==> src/logic/slave_serial_defines.vh <==
// constants for the slave serial configuration port
`ifndef SLAVE_SERIAL_DEFINES_VH
`define SLAVE_SERIAL_DEFINES_VH
`define MODE_SLAVE_SERIAL 3'h7
`define PREAMBLE_CODE 4'h2
`define PREAMBLE_IDLE 4'hf
`define LEN_WIDTH 24
`define LEN_BITS 5'h18
`define STARTUP_DELAY 2'h2
`define ST_IDLE 3'h0
`define ST_HUNT 3'h1
`define ST_LENGTH 3'h2
`define ST_LOAD 3'h3
`define ST_PASS 3'h4
`define ST_DONE 3'h5
`endif

==> src/logic/edge_sync.v <==
// two-flop synchroniser with edge detection for one external level
`timescale 1ns/10ps
module edge_sync
(
	input wire clock,
	input wire rst_b,
	input wire din,
	output wire level,
	output wire rise,
	output wire fall
);
reg meta_r;
reg sync_r;
reg prev_r;
always @(posedge clock or negedge rst_b)
begin
	if (!rst_b)
	begin
		meta_r <= 1'b0;
		sync_r <= 1'b0;
		prev_r <= 1'b0;
	end
	else
	begin
		meta_r <= din;
		sync_r <= meta_r;
		prev_r <= sync_r;
	end
end
assign level = sync_r;
assign rise = sync_r & ~prev_r;
assign fall = ~sync_r & prev_r;
endmodule // edge_sync

==> src/logic/slave_serial_config_port.v <==
// slave serial configuration port: capture, length count, daisy-chain forwarding
//
// What this block does
// - a data bit is captured on each rising config_clock edge
// - preamble and surplus bits beyond own data are repeated on dataOut
// - dataOut changes on the falling config_clock edge, half a period late
// - slave serial is entered when mode bits 2..0 read 111
// - mode inputs carry weak pull-ups during configuration, defaulting to 111
// - header captured on 0010 preamble; dataOut high while own frames received
// - start-up when clock count equals 24-bit length; release two clocks later
`timescale 1ns/10ps
`include "slave_serial_defines.vh"
module slave_serial_config_port
(
	input wire clock,
	input wire rst_b,
	input wire config_clock,
	input wire dataIn,
	input wire mode_select_bit2,
	input wire mode_select_bit1,
	input wire mode_select_bit0,
	input wire initDone,
	input wire [`LEN_WIDTH-1:0] ownBits,
	output reg dataOut,
	output reg modePullup,
	output reg configBit,
	output reg configBitValid,
	output reg startup,
	output reg released,
	output reg lengthError
);
////////////////////////////////////////////////////////////////////////////////
wire cclkLevel;
wire cclkRise;
wire cclkFall;
wire din;
wire m2;
wire m1;
wire m0;
wire initSync;
// config_clock is an input only; edges found by oversampling
edge_sync u_config_clock
(
	.clock(clock),
	.rst_b(rst_b),
	.din(config_clock),
	.level(cclkLevel),
	.rise(cclkRise),
	.fall(cclkFall)
);
edge_sync u_din
(
	.clock(clock),
	.rst_b(rst_b),
	.din(dataIn),
	.level(din),
	.rise(),
	.fall()
);
edge_sync u_m2
(
	.clock(clock),
	.rst_b(rst_b),
	.din(mode_select_bit2),
	.level(m2),
	.rise(),
	.fall()
);
edge_sync u_m1
(
	.clock(clock),
	.rst_b(rst_b),
	.din(mode_select_bit1),
	.level(m1),
	.rise(),
	.fall()
);
edge_sync u_m0
(
	.clock(clock),
	.rst_b(rst_b),
	.din(mode_select_bit0),
	.level(m0),
	.rise(),
	.fall()
);
edge_sync u_init
(
	.clock(clock),
	.rst_b(rst_b),
	.din(initDone),
	.level(initSync),
	.rise(),
	.fall()
);
////////////////////////////////////////////////////////////////////////////////
reg [2:0] state_r;
reg [3:0] shift_r;
reg [4:0] lenCnt_r;
reg [`LEN_WIDTH-1:0] length_r;
reg [`LEN_WIDTH-1:0] clkCnt_r;
reg [`LEN_WIDTH-1:0] ownCnt_r;
reg [1:0] relCnt_r;
reg fwdBit_r;
wire slaveMode;
wire [`LEN_WIDTH-1:0] clkCntInc;
////////////////////////////////////////////////////////////////////////////////
// one more of a length-wide count; shared by the link and own-bit counters
function [`LEN_WIDTH-1:0] bump;
input [`LEN_WIDTH-1:0] value;
begin
	bump = value + {{(`LEN_WIDTH-1){1'b0}}, 1'b1};
end
endfunction
assign slaveMode = ({m2, m1, m0} == `MODE_SLAVE_SERIAL);
assign clkCntInc = bump(clkCnt_r);
always @(posedge clock or negedge rst_b)
begin
	if (!rst_b)
	begin
		state_r <= `ST_IDLE;
		shift_r <= `PREAMBLE_IDLE;
		lenCnt_r <= 5'h00;
		length_r <= {`LEN_WIDTH{1'b0}};
		clkCnt_r <= {`LEN_WIDTH{1'b0}};
		ownCnt_r <= {`LEN_WIDTH{1'b0}};
		relCnt_r <= 2'h0;
		fwdBit_r <= 1'b1;
		dataOut <= 1'b1;
		modePullup <= 1'b1;
		configBit <= 1'b0;
		configBitValid <= 1'b0;
		startup <= 1'b0;
		released <= 1'b0;
		lengthError <= 1'b0;
	end
	else
	begin
		configBitValid <= 1'b0;
		// pull-ups only while configuring; user mode owns the pins afterwards
		modePullup <= (state_r != `ST_DONE);
		if (cclkFall)
			dataOut <= fwdBit_r;
		case (state_r)
			`ST_IDLE:
			begin
				// no clocks counted until the chain has left initialisation
				if (slaveMode && initSync)
					state_r <= `ST_HUNT;
			end
			`ST_HUNT:
			begin
				if (cclkRise)
				begin
					clkCnt_r <= clkCntInc;
					shift_r <= {shift_r[2:0], din};
					fwdBit_r <= din;
					if ({shift_r[2:0], din} == `PREAMBLE_CODE)
					begin
						state_r <= `ST_LENGTH;
						lenCnt_r <= 5'h00;
					end
				end
			end
			`ST_LENGTH:
			begin
				if (cclkRise)
				begin
					clkCnt_r <= clkCntInc;
					length_r <= {length_r[`LEN_WIDTH-2:0], din};
					fwdBit_r <= din;
					lenCnt_r <= lenCnt_r + 5'h01;
					if (lenCnt_r == `LEN_BITS - 5'h01)
					begin
						state_r <= `ST_LOAD;
						ownCnt_r <= {`LEN_WIDTH{1'b0}};
						if ({length_r[`LEN_WIDTH-2:0], din} == {`LEN_WIDTH{1'b0}})
							lengthError <= 1'b1;
					end
				end
			end
			`ST_LOAD:
			begin
				if (cclkRise)
				begin
					clkCnt_r <= clkCntInc;
					configBit <= din;
					configBitValid <= 1'b1;
					fwdBit_r <= 1'b1;
					ownCnt_r <= bump(ownCnt_r);
					if (bump(ownCnt_r) == ownBits)
						state_r <= `ST_PASS;
					if (clkCntInc == length_r)
						state_r <= `ST_DONE;
				end
			end
			`ST_PASS:
			begin
				if (cclkRise)
				begin
					clkCnt_r <= clkCntInc;
					fwdBit_r <= din;
					if (clkCntInc == length_r)
						state_r <= `ST_DONE;
				end
			end
			`ST_DONE:
			begin
				startup <= 1'b1;
				// the bit that matched the length still goes out at its falling edge
				if (cclkRise)
					fwdBit_r <= 1'b1;
				if (cclkRise && !released)
				begin
					relCnt_r <= relCnt_r + 2'h1;
					if (relCnt_r == `STARTUP_DELAY - 2'h1)
						released <= 1'b1;
				end
			end
			default:
				state_r <= `ST_IDLE;
		endcase
	end
end
endmodule // slave_serial_config_port

==> config.mk <==
export PLATFORM = sky130hd
export DESIGN_NAME = slave_serial_config_port
export DESIGN_NICKNAME = d
export VERILOG_FILES = /design/src/logic/edge_sync.v /design/src/logic/slave_serial_config_port.v
export VERILOG_INCLUDE_DIRS = /design/src /design/src/logic
export SDC_FILE = /design/constraint.sdc
export NUM_CORES = 1
export LEC_CHECK = 0
export BUFFER_PORTS_ARGS = -buffer_cell sky130_fd_sc_hd__clkbuf_2
export CAP_MARGIN = 25
export CORE_MARGIN = 10
export CORE_UTILIZATION = 40
export DETAILED_ROUTE_END_ITERATION = 6
export GPL_TIMING_DRIVEN = 0
export PLACE_DENSITY = 0.64
export SKIP_CTS_REPAIR_TIMING = 1
export SYNTH_ARGS = -nofsm -noshare
export SYNTH_HDL_FRONTEND = slang
export SYNTH_SLANG_ARGS = --single-unit
==> constraint.sdc <==
create_clock -name clock -period 5.9 [get_ports clock]
set_clock_uncertainty 0.1 [all_clocks]
set_input_delay 0.59 -clock clock [delete_from_list [all_inputs] [get_ports clock]]
set_output_delay 0.59 -clock clock [all_outputs]
set_load 0.01 [all_outputs]
Yosys cells after proc, flatten, opt, wreduce, memory -nomap -nowiden
Index checks and enable logic that the tools add are counted.
Cells by class
  equal/unequal tests: 23
  add/sub/neg operators: 4
  bitwise operators: 5
  muxes and demuxes: 24
  reduce and logical (&&, ||, !) cells: 22
Operator list (count)
  2-to-1 mux 24 bit: 3
  adder 24 x 1 -> 24 bit, second input constant: 2
  == test 24 bit: 2
  one-hot mux 24 bit (2 select lines): 1
  2-to-1 mux 3 bit: 10
  logical NOT 24 bit: 1
  one-hot mux 3 bit (6 select lines): 1
  != test 2 bit, second input constant: 8
  2-to-1 mux 5 bit: 3
  AND reduction 4 bit: 3
  one-hot mux 5 bit (2 select lines): 1
  AND reduction 10 bit: 1
  AND reduction 2 bit: 5
  == test 3 bit, second input constant: 3
  == test 3 x 2 -> 1 bit, second input constant: 2
  != test 3 bit, second input constant: 2
  AND reduction 3 bit: 2
  nonzero test 2 bit: 3
  adder 5 x 1 -> 5 bit, second input constant: 1
  == test 5 bit, second input constant: 1
  == test 4 x 2 -> 1 bit, second input constant: 1
  2-to-1 mux 1 bit: 4
  != test 2 x 1 -> 1 bit, second input constant: 2
  OR reduction 4 bit: 1
  other kinds (11): 15
Word-level totals
  output and inout port bits: 7
  word-level logic and storage cells: 106
  input bits: 32
  register bits: 106

Longest topological paths before layout
  depth after elaboration: 6
  mapped depth: 11
  depth with buffers taken out: 9

Hierarchy
From an unflattened synthesis, not the netlist that was laid out.
Second synthesis, totals
  cell total of the unflattened synthesis: 702
  area, all modules: 6356.1 µm²
Modules (own cells, without submodules)
  slave_serial_config_port: seq. area each 2334.7 µm², instances 1, area each 5815.6 µm², cells an instance 672
  edge_sync: seq. area each 75.1 µm², instances 6, area each 90.1 µm², cells an instance 5

Worst setup path after synthesis
OpenSTA, ideal clock, no wires.
  kind: flip-flop to flip-flop
  start point: reg ownCnt_r[0]
  end point: reg state_r[0]
  data required time: 5.706 ns
  stages on the path, launching flop included: 10
  data arrival time: 2.709 ns
  slack: 2.997 ns
  cell sequence: dfrtp_1 ha_1 nand4_1 nor4_2 and3_1 o32ai_1 or4_1 or4_4 mux2i_1 a211oi_1
On the way
  longest elaborated chain between the ends: 4
RTL lines
  from (decl): RTL line slave_serial_config_port.v:102  | reg [`LEN_WIDTH-1:0] ownCnt_r;
  from (signal assigned): RTL line slave_serial_config_port.v:126  | ownCnt_r <= {`LEN_WIDTH{1'b0}};
  from (signal assigned): RTL line slave_serial_config_port.v:176  | ownCnt_r <= {`LEN_WIDTH{1'b0}};
  from (signal assigned): RTL line slave_serial_config_port.v:190  | ownCnt_r <= bump(ownCnt_r);
  adder 24 x 1 -> 24 bit: RTL line slave_serial_config_port.v:112  | bump = value + {{(`LEN_WIDTH-1){1'b0}}, 1'b1};
  == test 24 bit: RTL line slave_serial_config_port.v:191  | if (bump(ownCnt_r) == ownBits)
  != test 3 bit (no line)
  AND reduction 10 bit (no line)
  to (signal assigned): RTL line slave_serial_config_port.v:121  | state_r <= `ST_IDLE;
  to (signal assigned): RTL line slave_serial_config_port.v:192  | state_r <= `ST_PASS;
  to (signal assigned): RTL line slave_serial_config_port.v:194  | state_r <= `ST_DONE;
  to (decl): RTL line slave_serial_config_port.v:97  | reg [2:0] state_r;
Every way passes these cells.
A chain may end at the register's enable or synchronous reset.

Worst setup path after layout
Ends and elaborated chain as after synthesis.

==> insert_results.sql <==
INSERT INTO impl_metrics (metric_group, metric, value, unit) VALUES
('setup_path', 'r2r_path_end', 'state_r[0]', ''),
('synth', 'synthCells', '679', ''),
('synth', 'synthesis.area', '6420', 'um2'),
('pwr', 'power_density', '313', 'nW/um2'),
('sta', 'final_critical_path_setup_slack', '2.44', 'ns'),
('pwr', 'peakVddDrop', '0.000340', 'V'),
('synth', 'synth_seq_area_share', '41.4', '%'),
('clock_network', 'clk_latency', '0.36', 'ns'),
('setup_path', 'worst-endpoint-required', '6.07', 'ns'),
('floorplanning', 'num_rows', '46', ''),
('pwr', 'pwr-share-clk', '29.4', '%'),
('global_route', 'grt_pass1_vias', '5375', ''),
('setup_path', 'reg2reg_depth', '11', ''),
('route', 'drt_first_iter_violations', '400', ''),
('synth', 'synthFlopType', 'dfrtp_1', ''),
('sta', 'min_period_over_period', '58.7', '%'),
('floorplanning', 'initial_utilization', '40.6', '%'),
('setup_path', 'crit_type', 'reg2reg', ''),
('clock_network', 'cts-buffers-inserted', '9', ''),
('sta', 'rsz0062_at_grt', 'false', ''),
('route', 'num_vias', '5451', ''),
('finish', 'post-route-cell-area', '7220', 'um2'),
('job', 'maxCapViolCount', '0', ''),
('setup_path', 'critical_path.reg2reg.startpoint', 'ownCnt_r[0]', ''),
('floorplanning', 'chipWidth', '147', 'um'),
('route', 'drc', '0', ''),
('global_route', 'antenna_violations_before_repair', '0', ''),
('finish', 'syn2layout_area_growth', '12.5', '%'),
('pwr', 'power.share.combinational', '27.9', '%'),
('pwr', 'power_switching_share', '34.7', '%'),
('global_route', 'grt_pass1_wl', '26500', 'um'),
('setup_path', 'timing.critical_path.from_type', 'flop', ''),
('synth', 'syn_nets', '715', ''),
('sta', 'fin_tns_setup', '0', 'ns'),
('clock_network', 'clock_tree.buffer_depth', '2', ''),
('clock_network', 'tritoncts', 'built', ''),
('placement', 'place_area', '6890', 'um2'),
('sta', 'hold_violations', '0', ''),
('synth', 'synth_async_sr_flop_share', '100', '%'),
('pwr', 'netSwitchingPower', '0.786', 'mW'),
('finish', 'num-nets-final', '764', ''),
('placement', 'dp_slack', '2.49', 'ns'),
('sta', 'timing.hold.ws', '0.194', 'ns'),
('finish', 'diodes', '0', ''),
('synth', 'yosys_register_bits', '106', ''),
('pwr', 'power.internal', '1.48', 'mW'),
('placement', 'gpl.final_weighted_congestion', '0.889', ''),
('clock_network', 'clock-root-buffer', 'clkbuf_16', ''),
('placement', 'buffer_ports.inserted', '38', ''),
('finish', 'fraction_of_final_layout_cells_with_drive_strength_greater_than_1', '17.3', '%'),
('global_route', 'overflow_after_grt', '0', ''),
('route', 'drt-wirelength-per-cell', '17.0', 'um'),
('pwr', 'static_power_due_to_leakage', '3.09', 'nW'),
('global_route', 'grt_usage', '14.7', '%'),
('sta', 'achievable-frequency', '289', 'MHz'),
('pwr', 'share_seq_of_total_power', '42.6', '%'),
('setup_path', 'critical_path_peak_fanout', '7', ''),
('synth', 'count_of_flip_flops_with_a_built_in_enable_after_synthesis', '0', ''),
('floorplanning', 'boundary_pin_count', '39', ''),
('floorplanning', 'overall_die_area', '21500', 'um2'),
('sta', 'report.final.slew_viol_count', '0', ''),
('sta', 'worst_slew_margin_rel', '44.1', '%'),
('placement', 'placedCellCount', '933', ''),
('clock_network', 'clock_sinks', '106', ''),
('synth', 'yosysWarningCount', '0', ''),
('setup_path', 'worst-endpoint-arrival', '3.63', 'ns'),
('synth', 'syn_avg_cell_area', '9.46', 'um2'),
('setup_path', 'regToRegSetupSlack', '2.44', 'ns'),
('global_route', 'grt_start_max_net_pins', '107', ''),
('finish', 'final_cells', '949', ''),
('setup_path', 'worstSetupEndpointType', 'flop', ''),
('sta', 'timing_worst_slew_pin_value', '0.839', 'ns'),
('clock_network', 'clock_pin_slew_on_the_worst_setup_and_hold_paths', '0.08', 'ns'),
('worst_hold_path', 'hp-class', 'in2async', ''),
('clock_network', 'clock_tree.htree_level_count', '3', ''),
('route', 'postRouteWirelength', '16100', 'um'),
('route', 'first_drt_pass_iteration_count', '5', ''),
('placement', 'dp.final_hpwl', '11600', 'um'),
('floorplanning', 'fp.dieH', '147', 'um'),
('run_status', 'status', 'complete, no violations', ''),
('route', 'drt.antenna.violating_nets', '0', ''),
('route', 'post_drt_via_cell_ratio', '5.74', ''),
('floorplanning', 'core_region_area', '15800', 'um2'),
('sta', 'setup_violations', '0', ''),
('synth', 'post_synth_num_cell_types', '67', ''),
('sta', 'finalWorstPathRequiredPeriod', '3.46', 'ns');
[per-stage QoR]
step	power (mW)	utilization, %
floorplan	1.42	-
global placement	1.58	43.5
detailed placement	1.60	43.5
CTS	2.28	45.6
global route	2.39	45.6
finish	2.26	45.6
[area by class of cell]
class | instances | area [um2]
Tap cell | 216 | 270
Inverter | 5 | 18.8
Fill cell | 1527 | 8600
Timing Repair Buffer | 38 | 199
Sequential cell | 106 | 2660
Clock buffer | 9 | 225
Clock inverter | 7 | 108
Buffer | 49 | 248
Multi-Input combinational cell | 519 | 3500
[placed cells by master (no fill, tap or decap), drive strengths merged, types with 8 or more instances in the layout]
cell    netlist  final
nand3        36     36
mux2         30     30
inv           5      8
nor4         14     14
nor3         15     15
mux2i        10     10
a21oi        24     24
nand2        45     45
and4         10     10
buf          28     28
nor2         50     50
xnor2        45     45
dfrtp       100    100
o21ai        45     45
and3         17     17
xor2         36     36
nand4        29     29
clkbuf       21     68
o31ai        15     15
[power by group through the flow]
| stage | Clock [mW] | Combinational [mW] | Sequential [mW] |
|---|---|---|---|
| after floorplan | 0 | 0.477 | 0.943 |
| after global placement | 0 | 0.609 | 0.967 |
| after detailed placement | 0 | 0.623 | 0.977 |
| after CTS | 0.682 | 0.631 | 0.964 |
| after global routing | 0.710 | 0.700 | 0.983 |
| final | 0.666 | 0.632 | 0.965 |
[critical path, stage by stage, from the launching register on]
cell	delay, ns
dfrtp_1	0.46
ha_1	0.32
and4_1	0.22
clkbuf_1	0.31
and3_1	0.23
clkbuf_1	0.21
xnor2_1	0.15
o211ai_1	0.11
or4_1	0.41
or4_4	0.47
mux2i_1	0.15
a211oi_1	0.22
[how the worst max path moves through the flow]
stage                            from          to  slack (ns)  cells past startpoint
after floorplan           ownCnt_r[0]  state_r[0]        3.00                      9
after global placement    ownCnt_r[0]  state_r[0]        2.56                      9
after detailed placement  ownCnt_r[0]  state_r[0]        2.49                     10
after CTS                 ownCnt_r[0]  state_r[0]        2.48                      9
after global routing      ownCnt_r[0]  state_r[0]        2.25                     11
final                     ownCnt_r[0]  state_r[0]        2.44                     11
[synth_stat cells, drive strengths merged (2+ instances only)]
| cell type | number | area (um2) |
|---|---|---|
| and4 | 10 | 87.6 |
| inv | 5 | 18.8 |
| or3 | 4 | 25.0 |
| dfrtp | 100 | 2500 |
| nand2b | 7 | 43.8 |
| o2111ai | 3 | 26.3 |
| nand2 | 45 | 169 |
| mux2 | 30 | 338 |
| a21boi | 4 | 30.0 |
| a41o | 2 | 20.0 |
| a21o | 2 | 15.0 |
| or4 | 5 | 41.3 |
| o211ai | 5 | 37.5 |
| and3 | 17 | 106 |
| clkbuf | 21 | 78.8 |
| nor2b | 7 | 43.8 |
| nor2 | 50 | 188 |
| o21ai | 45 | 225 |
| and2 | 6 | 37.5 |
| nor4b | 5 | 43.8 |
| ha | 4 | 50.1 |
| nand4 | 29 | 181 |
| nor4 | 14 | 93.8 |
| o41ai | 4 | 35.0 |
| a21oi | 24 | 120 |
| nand3b | 4 | 30.0 |
| mux2i | 10 | 100 |
| xor2 | 36 | 315 |
| nor3 | 15 | 75.1 |
| buf | 28 | 169 |
| a211oi | 7 | 52.6 |
| o22ai | 3 | 18.8 |
| xnor2 | 45 | 394 |
| dfstp | 6 | 158 |
| nand3 | 36 | 198 |
| o31ai | 15 | 118 |
| nor3b | 4 | 30.0 |
[flip-flops by register name, indices dropped and copies added (netlist names), 2 cells and up]
register / count
clkCnt_r: 24
length_r: 24
ownCnt_r: 24
lenCnt_r: 5
shift_r: 3
state_r: 3
relCnt_r: 2
[layer usage]
layer	track usage (%)	up-vias	routed length, um
met5	0	-	0
met4	5.16	0	306
met3	2.83	21	792
met2	24.2	160	7820
met1	18.9	2686	7230
li1	-	2584	-
[kinds of logic after synthesis]
group / share of synthesized area, %
buffers and inverters: 4.15
xor gates and xnor gates: 11.0
adders and majority gates: 0.779
DFF: 41.4
AOI/OAI and AO/OA: 13.4
and+or+nand+nor: 22.4
muxes: 6.82
No activity file was read; power rests on OpenSTA's default activity.
